[config.mk]
export PLATFORM = sky130hd
export DESIGN_NAME = qaw_device_end_flat
export DESIGN_NICKNAME = d
export VERILOG_FILES = /design/src/core/qaw_pkg.sv /design/src/core/qaw_link_if.sv /design/src/core/qaw_device_end.sv /design/src/flat_wrapper.sv
export VERILOG_INCLUDE_DIRS = /design/src /design/src/core
export SDC_FILE = /design/constraint.sdc
export NUM_CORES = 1
export LEC_CHECK = 0
export CORE_ASPECT_RATIO = 0.7
export CORE_MARGIN = 2
export CORE_UTILIZATION = 55
export CTS_BUF_LIST = sky130_fd_sc_hd__clkbuf_2 sky130_fd_sc_hd__clkbuf_4 sky130_fd_sc_hd__clkbuf_8
export CTS_CLUSTER_DIAMETER = 120
export DETAILED_ROUTE_END_ITERATION = 12
export DONT_BUFFER_PORTS = 1
export PLACE_DENSITY = 0.84
export SETUP_SLACK_MARGIN = 0.4
export SYNTH_ARGS = -nofsm -noshare
export SYNTH_HDL_FRONTEND = slang
export SYNTH_SLANG_ARGS = --single-unit
export TNS_END_PERCENT = 10
[constraint.sdc]
create_clock -name I_CLK -period 1.56 [get_ports I_CLK]
set_input_delay 0.234 -clock I_CLK [delete_from_list [all_inputs] [get_ports I_CLK]]
set_output_delay 0.234 -clock I_CLK [all_outputs]
set_load 0.02 [all_outputs]
[src/core/qaw_regs.svh]
// Register offsets, field positions and reset values of the watchdog and event bank
`ifndef QAW_REGS_SVH
`define QAW_REGS_SVH

// ==========================================================
// Device register offsets on the link
`define QAW_OFF_SETUP      8'h2d
`define QAW_OFF_ANSWER     8'h2e
`define QAW_OFF_QUESTION   8'h2f
`define QAW_OFF_STATUS     8'h40
`define QAW_OFF_SUMMARY    8'h50
`define QAW_OFF_INT1       8'h51
`define QAW_OFF_INT3       8'h53
`define QAW_OFF_MASK1      8'h56
`define QAW_OFF_MASK3      8'h58

// ==========================================================
// Field positions
`define QAW_POS_ANSWER_SEL 6
`define QAW_POS_POLY_SEL   4
`define QAW_POS_ANS_ERR    6
`define QAW_POS_ANS_CNT    4
`define QAW_POS_WD_EVENT   7
`define QAW_POS_BUS_WAKE   6
`define QAW_POS_LOCAL_WAKE 5
`define QAW_POS_WAKE_ERR   4
`define QAW_POS_SILENT     2
`define QAW_POS_DOMINANT   0
`define QAW_POS_SPI_ERR    7
`define QAW_POS_ANY        7
`define QAW_POS_GRP1       6
`define QAW_POS_GRP2       5
`define QAW_POS_GRP3       4
`define QAW_POS_GRP_BUS    3
`define QAW_POS_ACTIVE     3
`define QAW_POS_SILENCE_T  2
`define QAW_POS_TXD_BLOCK  0

// ==========================================================
// Reset and fixed values
`define QAW_SEED_POWERUP   4'h5
`define QAW_Q_ENABLED      4'hc
`define QAW_CNT_ENABLED    2'h3
`define QAW_MASK1_RESET    8'hf3
`define QAW_INT1_USED      8'hf5

// ==========================================================
// Host register offsets on AXI4-Lite
`define QAW_HOFF_ADDR      12'h000
`define QAW_HOFF_WDATA     12'h004
`define QAW_HOFF_GO        12'h008
`define QAW_HOFF_STAT      12'h00c
`define QAW_HOFF_IRQ_STAT  12'h010
`define QAW_HOFF_IRQ_MASK  12'h014
`define QAW_HIRQ_DONE      0
`define QAW_HIRQ_DEVICE    1
`define QAW_RESP_OKAY      2'h0
`define QAW_RESP_SLVERR    2'h2

`endif

[src/core/qaw_pkg.sv]
// Types shared by both ends of the watchdog and event bank link
package qaw_pkg;

	// ==========================================================
	// Host link sequencer states; IDLE to REQ to WAIT flip one bit each, WAIT back to IDLE flips two
	typedef enum logic [1:0] {
		QAW_IDLE = 2'h0,
		QAW_REQ  = 2'h1,
		QAW_WAIT = 2'h3
	} qaw_host_state_t;

	// ==========================================================
	// Device end state
	typedef struct packed {
		logic [1:0] answer_sel;
		logic [1:0] poly_sel;
		logic [3:0] seed_read;
		logic [3:0] seed_used;
		logic [7:0] answer;
		logic       answer_strobe;
		logic       ans_err;
		logic [1:0] ans_cnt;
		logic [3:0] question;
		logic       wd_en_seen;
		logic [7:0] int1;
		logic [7:0] mask1;
		logic       spi_err;
		logic       mask3;
		logic       rsp_valid;
		logic [7:0] rsp_rdata;
		logic       irq;
	} qaw_dev_state_t;

	// ==========================================================
	// Host end state
	typedef struct packed {
		qaw_host_state_t fsm;
		logic [7:0]      addr;
		logic [7:0]      wdata;
		logic            write;
		logic [7:0]      rdata;
		logic            req_valid;
		logic [1:0]      irq_stat;
		logic [1:0]      irq_mask;
		logic            dev_irq_d;
		logic            irq;
		logic            have_aw;
		logic            have_w;
		logic [11:0]     aw_addr;
		logic [31:0]     w_data;
		logic [3:0]      w_strb;
		logic            awready;
		logic            wready;
		logic            bvalid;
		logic [1:0]      bresp;
		logic            arready;
		logic            rvalid;
		logic [31:0]     rdata_bus;
		logic [1:0]      rresp;
	} qaw_host_state_s_t;

endpackage : qaw_pkg

[src/core/qaw_link_if.sv]
// Register link between the host end and the device end
`timescale 1ns/1ps
interface qaw_link_if;
	logic       req_valid;
	logic       req_write;
	logic [7:0] req_addr;
	logic [7:0] req_wdata;
	logic       rsp_valid;
	logic [7:0] rsp_rdata;
	logic       irq;

	modport device (
		input  req_valid, req_write, req_addr, req_wdata,
		output rsp_valid, rsp_rdata, irq
	);
	modport host (
		output req_valid, req_write, req_addr, req_wdata,
		input  rsp_valid, rsp_rdata, irq
	);
endinterface : qaw_link_if

[src/core/qaw_device_end.sv]
// Device end: watchdog setup, answer, question, status, summary and event registers
`timescale 1ns/1ps
// ==========================================================
// How it works
// - Seed reads zero after power-up, uses 101b
// - Seed loads question generator in reset state
// - Answer and polynomial selects read/write, reset zero
// - Host writes each answer as full byte
// - Answer error latched, cleared by writing one
// - Answer count read-only, three once enabled
// - Question read-only, reads C once enabled
// - Status bit 0 shows transmit-low block
// - Summary bit 7 ORs every event flag
// - Summary bits 6-3 OR each event group
// - Watchdog flag sets on every watchdog error
// - Wake error sets on timer expiry in sleep
// - Bus and local wake latched, write-one clear
// - Silent and dominant latched, bits 3,1 zero
// - Per-flag mask gates the interrupt output
// - Serial port error flag, write-one clear, summarised
module qaw_device_end (
	input  wire logic  I_CLK,
	input  wire logic  I_RESET,
	qaw_link_if.device LINK,
	input  wire logic  I_WD_ENABLE,
	input  wire logic  I_WD_RESET_STATE,
	input  wire logic  I_WD_ERROR,
	input  wire logic  I_ANSWER_ERROR,
	input  wire logic  I_QUESTION_STEP,
	input  wire logic  [3:0] I_QUESTION_NEXT,
	input  wire logic  [1:0] I_ANSWER_COUNT_NEXT,
	input  wire logic  I_BUS_WAKE,
	input  wire logic  I_LOCAL_WAKE,
	input  wire logic  I_WAKE_TIMER_EXPIRED,
	input  wire logic  I_IN_SLEEP,
	input  wire logic  I_BUS_SILENT,
	input  wire logic  I_BUS_DOMINANT,
	input  wire logic  I_SERIAL_PORT_ERROR,
	input  wire logic  I_TRANSMIT_LOW_BLOCK,
	input  wire logic  I_BUS_ACTIVE,
	input  wire logic  I_BUS_SILENCE_TIME,
	input  wire logic  I_GROUP2_ANY,
	input  wire logic  I_BUS_FAULT_ANY,
	output logic       [1:0] O_ANSWER_SEL,
	output logic       [1:0] O_POLY_SEL,
	output logic       [3:0] O_SEED,
	output logic       [7:0] O_ANSWER_BYTE,
	output logic       O_ANSWER_STROBE,
	output logic       O_IRQ
);
	`include "qaw_regs.svh"

	qaw_pkg::qaw_dev_state_t st;
	qaw_pkg::qaw_dev_state_t next_st;
	logic [7:0]              wr_one;
	logic [7:0]              status_val;
	logic [7:0]              summary_val;
	logic [7:0]              int1_set;
	logic [7:0]              int3_val;
	logic                    wr;

	// ==========================================================
	// Live views
	always_comb begin
		status_val = 8'h00;
		status_val[`QAW_POS_TXD_BLOCK] = I_TRANSMIT_LOW_BLOCK;
		status_val[`QAW_POS_SILENCE_T] = I_BUS_SILENCE_TIME;
		status_val[`QAW_POS_ACTIVE] = I_BUS_ACTIVE;
		int3_val = 8'h00;
		int3_val[`QAW_POS_SPI_ERR] = st.spi_err;
		// Built from flags, never stored, so a clear drops it at once
		summary_val = 8'h00;
		summary_val[`QAW_POS_GRP1] = |st.int1;
		summary_val[`QAW_POS_GRP2] = I_GROUP2_ANY;
		summary_val[`QAW_POS_GRP3] = |int3_val;
		summary_val[`QAW_POS_GRP_BUS] = I_BUS_FAULT_ANY;
		summary_val[`QAW_POS_ANY] = |summary_val[6:3];
	end

	// ==========================================================
	// Next state
	always_comb begin
		next_st = st;
		wr = LINK.req_valid & LINK.req_write;
		wr_one = wr ? LINK.req_wdata : 8'h00;
		next_st.answer_strobe = 1'b0;

		if (wr && LINK.req_addr == `QAW_OFF_SETUP) begin
			next_st.answer_sel = LINK.req_wdata[7:6];
			next_st.poly_sel = LINK.req_wdata[5:4];
			next_st.seed_read = LINK.req_wdata[3:0];
			next_st.seed_used = LINK.req_wdata[3:0];
		end else if (wr && LINK.req_addr == `QAW_OFF_ANSWER) begin
			next_st.answer = LINK.req_wdata;
			next_st.answer_strobe = 1'b1;
		end else if (wr && LINK.req_addr == `QAW_OFF_MASK1) begin
			next_st.mask1 = LINK.req_wdata & `QAW_INT1_USED;
		end else if (wr && LINK.req_addr == `QAW_OFF_MASK3) begin
			next_st.mask3 = LINK.req_wdata[`QAW_POS_SPI_ERR];
		end

		// Question generator
		next_st.wd_en_seen = I_WD_ENABLE;
		if (I_WD_RESET_STATE) begin
			next_st.question = st.seed_used;
			next_st.ans_cnt = 2'h0;
		end else if (I_WD_ENABLE && !st.wd_en_seen) begin
			next_st.question = `QAW_Q_ENABLED;
			next_st.ans_cnt = `QAW_CNT_ENABLED;
		end else if (I_QUESTION_STEP) begin
			next_st.question = I_QUESTION_NEXT;
			next_st.ans_cnt = I_ANSWER_COUNT_NEXT;
		end

		// Sticky flags: a set in the clear cycle wins
		if (wr && LINK.req_addr == `QAW_OFF_QUESTION && wr_one[`QAW_POS_ANS_ERR]) begin
			next_st.ans_err = 1'b0;
		end
		if (I_ANSWER_ERROR) begin
			next_st.ans_err = 1'b1;
		end

		int1_set = 8'h00;
		int1_set[`QAW_POS_WD_EVENT] = I_WD_ERROR;
		int1_set[`QAW_POS_BUS_WAKE] = I_BUS_WAKE;
		int1_set[`QAW_POS_LOCAL_WAKE] = I_LOCAL_WAKE;
		int1_set[`QAW_POS_WAKE_ERR] = I_WAKE_TIMER_EXPIRED & I_IN_SLEEP;
		int1_set[`QAW_POS_SILENT] = I_BUS_SILENT;
		int1_set[`QAW_POS_DOMINANT] = I_BUS_DOMINANT;
		if (LINK.req_addr == `QAW_OFF_INT1) begin
			next_st.int1 = st.int1 & ~wr_one;
		end
		next_st.int1 = (next_st.int1 | int1_set) & `QAW_INT1_USED;

		if (LINK.req_addr == `QAW_OFF_INT3 && wr_one[`QAW_POS_SPI_ERR]) begin
			next_st.spi_err = 1'b0;
		end
		if (I_SERIAL_PORT_ERROR) begin
			next_st.spi_err = 1'b1;
		end

		next_st.irq = |(st.int1 & st.mask1) | (st.spi_err & st.mask3);

		// Read answer, one cycle after the request
		next_st.rsp_valid = LINK.req_valid;
		next_st.rsp_rdata = 8'h00;
		if (LINK.req_valid && !LINK.req_write) begin
			if (LINK.req_addr == `QAW_OFF_SETUP) begin
				next_st.rsp_rdata = {st.answer_sel, st.poly_sel, st.seed_read};
			end else if (LINK.req_addr == `QAW_OFF_ANSWER) begin
				next_st.rsp_rdata = st.answer;
			end else if (LINK.req_addr == `QAW_OFF_QUESTION) begin
				next_st.rsp_rdata = {1'b0, st.ans_err, st.ans_cnt, st.question};
			end else if (LINK.req_addr == `QAW_OFF_STATUS) begin
				next_st.rsp_rdata = status_val;
			end else if (LINK.req_addr == `QAW_OFF_SUMMARY) begin
				next_st.rsp_rdata = summary_val;
			end else if (LINK.req_addr == `QAW_OFF_INT1) begin
				next_st.rsp_rdata = st.int1;
			end else if (LINK.req_addr == `QAW_OFF_INT3) begin
				next_st.rsp_rdata = int3_val;
			end else if (LINK.req_addr == `QAW_OFF_MASK1) begin
				next_st.rsp_rdata = st.mask1;
			end else if (LINK.req_addr == `QAW_OFF_MASK3) begin
				next_st.rsp_rdata = {st.mask3, 7'h00};
			end
		end
	end

	// ==========================================================
	// State register
	always_ff @(posedge I_CLK or posedge I_RESET) begin
		if (I_RESET) begin
			st <= '0;
			st.seed_used <= `QAW_SEED_POWERUP;
			st.mask1 <= `QAW_MASK1_RESET;
			st.mask3 <= 1'b1;
		end else begin
			st <= next_st;
		end
	end

	// ==========================================================
	// Outputs
	assign LINK.rsp_valid = st.rsp_valid;
	assign LINK.rsp_rdata = st.rsp_rdata;
	assign LINK.irq = st.irq;
	assign O_ANSWER_SEL = st.answer_sel;
	assign O_POLY_SEL = st.poly_sel;
	assign O_SEED = st.seed_used;
	assign O_ANSWER_BYTE = st.answer;
	assign O_ANSWER_STROBE = st.answer_strobe;
	assign O_IRQ = st.irq;

endmodule : qaw_device_end

[src/flat_wrapper.sv]
// flat-port wrapper written by rule: the top's interface ports become plain ports
module qaw_device_end_flat 
  (I_CLK, I_RESET, I_WD_ENABLE, I_WD_RESET_STATE, I_WD_ERROR, I_ANSWER_ERROR, I_QUESTION_STEP, I_QUESTION_NEXT, I_ANSWER_COUNT_NEXT, I_BUS_WAKE, I_LOCAL_WAKE, I_WAKE_TIMER_EXPIRED, I_IN_SLEEP, I_BUS_SILENT, I_BUS_DOMINANT, I_SERIAL_PORT_ERROR, I_TRANSMIT_LOW_BLOCK, I_BUS_ACTIVE, I_BUS_SILENCE_TIME, I_GROUP2_ANY, I_BUS_FAULT_ANY, O_ANSWER_SEL, O_POLY_SEL, O_SEED, O_ANSWER_BYTE, O_ANSWER_STROBE, O_IRQ, LINK_req_valid, LINK_req_write, LINK_req_addr, LINK_req_wdata, LINK_rsp_valid, LINK_rsp_rdata, LINK_irq);
  qaw_link_if LINK_i ();
  input  wire logic I_CLK;
  input  wire logic I_RESET;
  input  wire logic I_WD_ENABLE;
  input  wire logic I_WD_RESET_STATE;
  input  wire logic I_WD_ERROR;
  input  wire logic I_ANSWER_ERROR;
  input  wire logic I_QUESTION_STEP;
  input  wire logic  [3:0] I_QUESTION_NEXT;
  input  wire logic  [1:0] I_ANSWER_COUNT_NEXT;
  input  wire logic I_BUS_WAKE;
  input  wire logic I_LOCAL_WAKE;
  input  wire logic I_WAKE_TIMER_EXPIRED;
  input  wire logic I_IN_SLEEP;
  input  wire logic I_BUS_SILENT;
  input  wire logic I_BUS_DOMINANT;
  input  wire logic I_SERIAL_PORT_ERROR;
  input  wire logic I_TRANSMIT_LOW_BLOCK;
  input  wire logic I_BUS_ACTIVE;
  input  wire logic I_BUS_SILENCE_TIME;
  input  wire logic I_GROUP2_ANY;
  input  wire logic I_BUS_FAULT_ANY;
  output logic       [1:0] O_ANSWER_SEL;
  output logic       [1:0] O_POLY_SEL;
  output logic       [3:0] O_SEED;
  output logic       [7:0] O_ANSWER_BYTE;
  output logic O_ANSWER_STROBE;
  output logic O_IRQ;
  input wire logic [$bits(LINK_i.req_valid)-1:0] LINK_req_valid;
  input wire logic [$bits(LINK_i.req_write)-1:0] LINK_req_write;
  input wire logic [$bits(LINK_i.req_addr)-1:0] LINK_req_addr;
  input wire logic [$bits(LINK_i.req_wdata)-1:0] LINK_req_wdata;
  output wire logic [$bits(LINK_i.rsp_valid)-1:0] LINK_rsp_valid;
  output wire logic [$bits(LINK_i.rsp_rdata)-1:0] LINK_rsp_rdata;
  output wire logic [$bits(LINK_i.irq)-1:0] LINK_irq;
  assign LINK_i.req_valid = LINK_req_valid;
  assign LINK_i.req_write = LINK_req_write;
  assign LINK_i.req_addr = LINK_req_addr;
  assign LINK_i.req_wdata = LINK_req_wdata;
  assign LINK_rsp_valid = LINK_i.rsp_valid;
  assign LINK_rsp_rdata = LINK_i.rsp_rdata;
  assign LINK_irq = LINK_i.irq;
  qaw_device_end u_core (.I_CLK(I_CLK), .I_RESET(I_RESET), .LINK(LINK_i), .I_WD_ENABLE(I_WD_ENABLE), .I_WD_RESET_STATE(I_WD_RESET_STATE), .I_WD_ERROR(I_WD_ERROR), .I_ANSWER_ERROR(I_ANSWER_ERROR), .I_QUESTION_STEP(I_QUESTION_STEP), .I_QUESTION_NEXT(I_QUESTION_NEXT), .I_ANSWER_COUNT_NEXT(I_ANSWER_COUNT_NEXT), .I_BUS_WAKE(I_BUS_WAKE), .I_LOCAL_WAKE(I_LOCAL_WAKE), .I_WAKE_TIMER_EXPIRED(I_WAKE_TIMER_EXPIRED), .I_IN_SLEEP(I_IN_SLEEP), .I_BUS_SILENT(I_BUS_SILENT), .I_BUS_DOMINANT(I_BUS_DOMINANT), .I_SERIAL_PORT_ERROR(I_SERIAL_PORT_ERROR), .I_TRANSMIT_LOW_BLOCK(I_TRANSMIT_LOW_BLOCK), .I_BUS_ACTIVE(I_BUS_ACTIVE), .I_BUS_SILENCE_TIME(I_BUS_SILENCE_TIME), .I_GROUP2_ANY(I_GROUP2_ANY), .I_BUS_FAULT_ANY(I_BUS_FAULT_ANY), .O_ANSWER_SEL(O_ANSWER_SEL), .O_POLY_SEL(O_POLY_SEL), .O_SEED(O_SEED), .O_ANSWER_BYTE(O_ANSWER_BYTE), .O_ANSWER_STROBE(O_ANSWER_STROBE), .O_IRQ(O_IRQ));
endmodule
==> summary.md, run 1 <==
| Metric | Value |
|---|---|
| Vias in the first global route | `approximately 2100` |
| Remaining Overflow, GRT | `0` |
| Post-DP HPWL | `around 5.4 mm` |
| RSZ-0062 raised after global routing | `true` |
| Total CTS buffers | `5` |
| EDFF count, synth | `0` |
| Switching Share | `0.241` |
| Worst hold path type | `in -> reg` |
| Crit-path max FO | `2` |
| Cells after Synth | `between 200 and 300` |
| First-pass GRT wire length | `about 11 mm` |
| Fin. Hold Viols | `0` |
| Clk pwr share | `0.368` |
| Initial antenna violation count | `0` |
| Die Y | `about 64 um` |
| Gate power share | `0.080` |
| Grt met1 use | `0.419` |
| Power Density | `842 nW/um^2` |
| Post-Syn Area | `around 2800 sq um` |
| Register area share after synthesis | `0.467` |
| CTS tree | `yes` |
| Share of cells above drive strength 1 | `0.321` |
| Count leader, synth | `dfrtp_1` |
| Internal | `approximately 2000 uW` |
| Largest cells by area after synthesis | `dfrtp_1, mux2_2, dfstp_2, buf_4, a21oi_1` |
| Sequential power share | `0.552` |
| Req. time, crit path | `1780 ps` |
| Dominant synthesized flop cell | `dfrtp_1` |
| Pleak | `approximately 0.0013 uW` |
| Insertion delay to the later sink of the worst-skew pair | `320 ps` |
| Switch Pwr | `approximately 630 uW` |
| HP Start | `I_SERIAL_PORT_ERROR` |
| Hold worst-path end | `u_core.int3_val[7]` |
| Quantity of I/O buffers inserted on ports | `0` |
| Async SR Flop Fraction | `1.00` |
| Starting Density | `0.578` |
| Status | `finished clean` |
| GRT busiest layer | `met1` |
| Post-Layout Inst Area | `3110 sq um` |
| Routed WL per cell | `roughly 21 um` |
| Seq cells post-synth | `between 50 and 60` |
| Fin util | `0.640` |
| Reg2reg path depth | `4` |
| Site row count | `21` |
| Die footprint | `around 5700 sq um` |
| DRC viols | `0` |
| Root Driver | `clkbuf_8` |
| Mapped Nets | `~300` |
| Cell variety after synth | `58` |
| Clk_skew | `approximately 9.5 ps` |
| Sinks on Clock Net | `52` |
| Final Cycle Share | `0.936` |
| IO Pins | `slightly above 70` |
| Post-CTS setup buffer count | `0` |
| Antenna viol nets, final | `0` |
| Placed inst area | `between 2000 and 3000 sq um` |
| Critical Path Start Type | `flip-flop` |
| Fin nets | `~300` |
| Starting DRC count in detailed routing | `308` |
| Worst slew margin | `0.710` |
| Final setup vio count | `0` |
| Max clock buf depth | `2` |
| Peak Freq | `a little under 700 MHz` |
| Clock transition at path regs | `100 ps` |
| Total wire length | `slightly above 7 mm` |
| H-tree depth reported by CTS | `2` |
| Routability cong. | `about 1` |
| Core region area | `about 4900 sq um` |
| Max Slew Vio Count | `0` |
| Hold path cells | `1` |
| Pin count of the biggest net entering global routing | `53` |
| Syn. warnings | `0` |
| Met2 GRT Util | `0.344` |
| Synth top area share | `0.383` |
| Die X-Extent | `between 80 and 90 um` |
| Flop2flop setup slack | `100 ps` |
| Slew @ Worst Pin | `~420 ps` |
| Peak supply drop | `about 730 uV` |
| CP Capture Type | `flip-flop` |
| Vias/cell | `approximately 6.4` |
| Setup CP Type | `reg -> reg` |
| WP data arrival | `1680 ps` |
| FF-to-FF Start | `u_core.st[25]` |
| N_diodes | `0` |
| Vias | `~2200` |
| Fin crit period | `1460 ps` |
| Tot GR Track Use | `0.269` |
| Post-synth top cells | `dfrtp_1, buf_4, mux2_2, a21oi_1, nand2_1` |
| Number of max-cap violations | `0` |
| Worst r2r dst | `u_core.LINK.rsp_rdata[7]` |
| Top cell type by total area after synthesis | `dfrtp_1` |
| Pre-antenna DRT Iters | `5` |
| Mapped Avg Cell Area | `about 11 sq um` |
| P&R area growth vs syn | `10.8%` |
| Global Route met3 Usage | `0.115` |
[layout make-up]
cell class | count | area [sq um]
fillers | 384 | 1750
multi-input cells | 162 | 1260
well taps | 69 | 86.3
inverters | 9 | 37.5
repair buffers | 34 | 303
clock inverters | 2 | 38.8
clock buffers | 6 | 76.3
flip-flops and latches | 52 | 1310
[power by group through the flow]
stage / registers [uW] / logic [uW] / clock network (uW)
2_1_floorplan: 1440 / 188 / 0
3_3_place_gp: 1470 / 181 / 0
3_5_place_dp: 1470 / 185 / 0
4_1_cts: 1450 / 205 / 984
5_1_grt: 1450 / 231 / 1050
6_report: 1450 / 211 / 964
[flip-flops by register name (all words and copies together), names as in the netlist]
register                cells
u_core.LINK.irq             1
u_core.LINK.rsp_rdata       8
u_core.LINK.rsp_valid       1
u_core.O_ANSWER_BYTE        8
u_core.O_ANSWER_SEL         2
u_core.O_ANSWER_STROBE      1
u_core.O_POLY_SEL           2
u_core.O_SEED               4
u_core.int3_val             1
u_core.st                  24
[timing repair]
item                       4_1_cts  5_1_grt
resized for setup                1        8
hold buffers                     9        0
setup endpoints to repair       19       30
pin swaps                        4        3
hold endpoints to repair        52        0
[kinds of logic after synthesis]
| kind of cell | Yosys count | synth area share |
|---|---|---|
| buf+inv | 44 | 0.100 |
| mux | 27 | 0.107 |
| flops | 52 | 0.467 |
| simple gates | 73 | 0.165 |
| compound gates | 62 | 0.161 |
[metal layers]
layer  part of all wire  routed length (um)
met3               0.12                 834
met1               0.45                3200
met5                  0                   0
met4              0.016                 110
met2               0.41                2900
[cells in the final DEF (no fill, tap or decap), types with 2 or more instances in the layout]
cell type / netlist / routed
or3_1: 2 / 2
o2bb2ai_1: 3 / 3
nand3_1: 4 / 4
clkbuf_8: 0 / 5
nand2_1: 15 / 15
nor2b_1: 6 / 6
nand2b_1: 5 / 5
or4_4: 1 / 2
nor2_1: 11 / 11
a2111oi_0: 4 / 3
a32o_1: 2 / 2
dfrtp_1: 43 / 42
inv_1: 9 / 8
a22oi_1: 9 / 8
nor3_1: 3 / 3
and4b_1: 2 / 2
o22a_1: 2 / 2
mux2i_1: 2 / 2
and3b_1: 2 / 2
buf_4: 26 / 23
buf_12: 0 / 2
nor2_4: 2 / 2
a22o_1: 3 / 2
dlygate4sd3_1: 0 / 9
a2bb2oi_1: 3 / 3
mux2_2: 24 / 24
a211oi_1: 3 / 2
a21oi_1: 15 / 15
a21o_1: 5 / 5
nor4_1: 2 / 2
dfstp_2: 9 / 9
and2_1: 2 / 3
o2111ai_1: 2 / 2
o21ai_0: 4 / 3
[through the flow]
step | TNS (ps) | worst slack, ps | hold slack, ps | total power [uW] | std cells
3_3_place_gp | 0 | 6.68 | 191 | 1650 | 317
5_1_grt | 0 | 21.3 | 5.98 | 2740 | 334
2_1_floorplan | 0 | 53.7 | 265 | 1630 | 258
4_1_cts | 0 | 99.6 | 12.9 | 2640 | 334
3_5_place_dp | -10.0 | -10.0 | 194 | 1660 | 317
6_report | 0 | 99.2 | 15.7 | 2620 | 334
[critical path, stage by stage (launching register included)]
cell,delay (ps)
dfrtp_1,390
or4_4,570
nor4_4,160
nor2_1,70
a31o_1,180
[how the worst max path moves through the flow]
stage	slack, ps	cells after the start	start	to
final	100	4	u_core.st[25]	u_core.LINK.rsp_rdata[7]
after global routing	20	4	u_core.st[25]	u_core.LINK.rsp_rdata[7]
after CTS	100	4	u_core.st[25]	u_core.LINK.rsp_rdata[7]
after detailed placement	-10	4	u_core.st[24]	u_core.LINK.rsp_rdata[7]
after global placement	7	4	u_core.st[24]	u_core.LINK.rsp_rdata[7]
after floorplan	50	4	u_core.st[24]	u_core.LINK.rsp_rdata[7]
No activity file was read; power rests on OpenSTA's default activity.
==> inputs of run 2 (changes only) <==
--- a/config.mk
+++ b/config.mk
@@ -6,6 +6,7 @@
 export SDC_FILE = /design/constraint.sdc
 export NUM_CORES = 1
 export LEC_CHECK = 0
+export ABC_CLOCK_PERIOD_IN_PS = 1800
 export CORE_ASPECT_RATIO = 0.7
 export CORE_MARGIN = 2
 export CORE_UTILIZATION = 55
@@ -13,8 +14,9 @@
 export CTS_CLUSTER_DIAMETER = 120
 export DETAILED_ROUTE_END_ITERATION = 12
 export DONT_BUFFER_PORTS = 1
-export PLACE_DENSITY = 0.84
+export PLACE_DENSITY = 0.81
 export SETUP_SLACK_MARGIN = 0.4
+export SKIP_LAST_GASP = 1
 export SYNTH_ARGS = -nofsm -noshare
 export SYNTH_HDL_FRONTEND = slang
 export SYNTH_SLANG_ARGS = --single-unit
==> constraint.sdc (replaced) <==
create_clock -name I_CLK -period 1.8 [get_ports I_CLK]
set_input_delay 0.27 -clock I_CLK [delete_from_list [all_inputs] [get_ports I_CLK]]
set_output_delay 0.27 -clock I_CLK [all_outputs]
set_load 0.02 [all_outputs]
==> summary.md, run 2 (synthesis gave the netlist of run 1 again) <==
| Metric | Value |
|---|---|
| Status | `finished clean` |
| Fin nets | `288 (-6.2%)` |
| Final setup vio count | `0 (unchanged)` |
| Post-Layout Inst Area | `2880 sq um (-7.4%)` |
| DRC viols | `0 (unchanged)` |
| Die Y | `63.8 um (unchanged)` |
| IO Pins | `71 (unchanged)` |
| Clk_skew | `5.85 ps (-3.66 ps)` |
| Dpl ws | `171 ps (+181 ps)` |
| Pleak | `0.00119 uW (-8.5%)` |
| Die X-Extent | `89.4 um (unchanged)` |
| Initial antenna violation count | `0 (unchanged)` |
| Peak supply drop | `516 uV (-29%)` |
| Commonest non-fill, non-tap cell in the layout | `dfrtp_1` |
| Worst hold path type | `in -> reg` |
| Fin crit period | `1490 ps (+24.3 ps)` |
| Pin count of the biggest net entering global routing | `53 (unchanged)` |
| WP buf/inv | `0 (unchanged)` |
| Max clock buf depth | `2 (unchanged)` |
| RSZ-0062 raised after global routing | `true` |
| Pre-antenna DRT Iters | `5 (unchanged)` |
| Max Slew Vio Count | `0 (unchanged)` |
| FF-to-FF Start | `u_core.st[22]` |
| Setup crit start | `u_core.st[22]` |
| Crit-path max cell delay | `570 ps (about the same)` |
| Setup CP Type | `reg -> reg` |
| Worst r2r dst | `u_core.LINK.rsp_rdata[7]` |
| Core region area | `4860 sq um (unchanged)` |
| Vias/cell | `6.60 (+2.4%)` |
| Max FFs per register | `24 (unchanged)` |
| H-tree depth reported by CTS | `2 (unchanged)` |
| Setup TNS | `0 ps (unchanged)` |
| Most frequent cells in the layout | `dfrtp_1, mux2_2, nand2_1, a21oi_1` |
| Remaining Overflow, GRT | `0 (unchanged)` |
| Starting Density | `0.578 (unchanged)` |
| Total CTS buffers | `5 (unchanged)` |
| Vias | `2080 (-3.4%)` |
| Flop2flop setup slack | `310 ps (+220 ps)` |
| Setup ws final | `315 ps (+216 ps)` |
| Vias in the first global route | `2011 (-2.6%)` |
| Antenna viol nets, final | `0 (unchanged)` |
| Routability cong. | `0.942 (-4.0%)` |
| Req. time, crit path | `2000 ps (+220 ps)` |
| Site row count | `21 (unchanged)` |
| CTS tree | `yes` |
| Top reg by flops | `u_core.st` |
| Insertion delay to the later sink of the worst-skew pair | `300 ps (-20 ps)` |
| Sinks on Clock Net | `52 (unchanged)` |
| Placed inst area | `2740 sq um (-4.5%)` |
| N_diodes | `0 (unchanged)` |
| Power Density | `725 nW/um^2 (-14%)` |
| Clock transition at path regs | `100 ps (about the same)` |
| CP endpoint | `u_core.LINK.rsp_rdata[7]` |
| Worst slew margin | `0.656 (-0.0538)` |
| Die footprint | `5710 sq um (unchanged)` |
| Slew @ Worst Pin | `503 ps (+78.7 ps)` |
| Crit-path max FO | `2 (unchanged)` |
| CP Cell Sequence | `or4_4, nor4_4, nor2_1, a31o_1` |
| Peak Freq | `673 MHz (-1.6%)` |
| Filler instances | `415 (+8.1%)` |
| Top cell family by delay on the critical path | `simple AND/OR/NAND/NOR gates` |
| CP Capture Type | `flip-flop` |
| Min Hold Slack | `18.6 ps (+2.98 ps)` |
| P&R area growth vs syn | `2.58%` |
| Quantity of I/O buffers inserted on ports | `0 (unchanged)` |
| Total wire length | `6.96 mm (-1.2%)` |
| Critical Path Start Type | `flip-flop` |
| Routed WL per cell | `22.1 um (+4.8%)` |
| CP max-delay cell | `or4_4` |
| Tot GR Track Use | `0.254 (-0.0148)` |
| Worst path depth | `4 (unchanged)` |
| WP data arrival | `1680 ps (about the same)` |
| Fin. Hold Viols | `0 (unchanged)` |
| Share of cells above drive strength 1 | `0.272 (-0.0484)` |
| Post-DP HPWL | `5.14 mm (-5.5%)` |
| Reg2reg path depth | `4 (unchanged)` |
| First-pass GRT wire length | `10.9 mm (-2.7%)` |
| Final Cycle Share | `0.825 (-0.111)` |
| Root Driver | `clkbuf_8` |
| Starting DRC count in detailed routing | `283 (-8.1%)` |
| Number of max-cap violations | `0 (unchanged)` |
| Fin util | `0.593 (-0.0474)` |
run 2: per-stage QoR:
stage | cells | total power (uW)
after floorplan | 258 | 1410
after global placement | 301 | 1420
after detailed placement | 301 | 1430
after CTS | 314 | 2090
after global routing | 315 | 2170
final | 315 | 2090
run 2: how the worst min path moves through the flow:
| stage | from | to | depth (start not counted) |
|---|---|---|---|
| CTS | I_WD_RESET_STATE | u_core.st[34] | 1 |
| global placement | I_RESET | u_core.st[24] | 2 |
| floorplan | LINK_req_valid | u_core.LINK.rsp_valid | 0 |
| detailed placement | I_RESET | u_core.st[24] | 2 |
| finish | I_WD_RESET_STATE | u_core.st[34] | 1 |
| global route | I_WD_RESET_STATE | u_core.st[33] | 1 |
run 2: worst register-to-register path, cell delays in order (launching register included):
cell,delay [ps]
dfrtp_1,410
or4_4,570
nor4_4,140
nor2_1,70
a31o_1,190
run 2: area by class of cell:
class | instances | area [sq um] | area share
tap | 69 | 86.3 | 0.0299
clock buffer | 5 | 68.8 | 0.0239
clock inverter | 3 | 21.3 | 0.00738
inverter | 9 | 37.5 | 0.0130
sequential | 52 | 1310 | 0.455
timing repair buffer | 15 | 133 | 0.0460
multi-input combinational | 162 | 1220 | 0.424
run 2: power by group:
part | total [uW] | leakage, uW | switching [uW] | internal, uW
logic | 158 | 0.000506 | 88.7 | 68.8
clock network | 677 | 0.0000445 | 401 | 277
registers | 1260 | 0.000637 | 51.6 | 1200
total | 2090 | 0.00119 | 541 | 1550
run 2: per-layer routing:
metal,part of all wire,track usage,vias to the layer above
met2,0.41,0.338,138
met5,0,0,-
li1,-,-,897
met1,0.45,0.407,1041
met4,0.0036,0.0336,0
met3,0.13,0.0904,4
run 2: what timing repair did:
item / in CTS / in global routing
pin swaps: 4 / 1
endpoints found under the hold margin: 45 / 0
buffers inserted: 2 / 1
setup endpoints to repair: 2 / 5
hold buffers: 3 / 0
gates resized for setup: 1 / 0
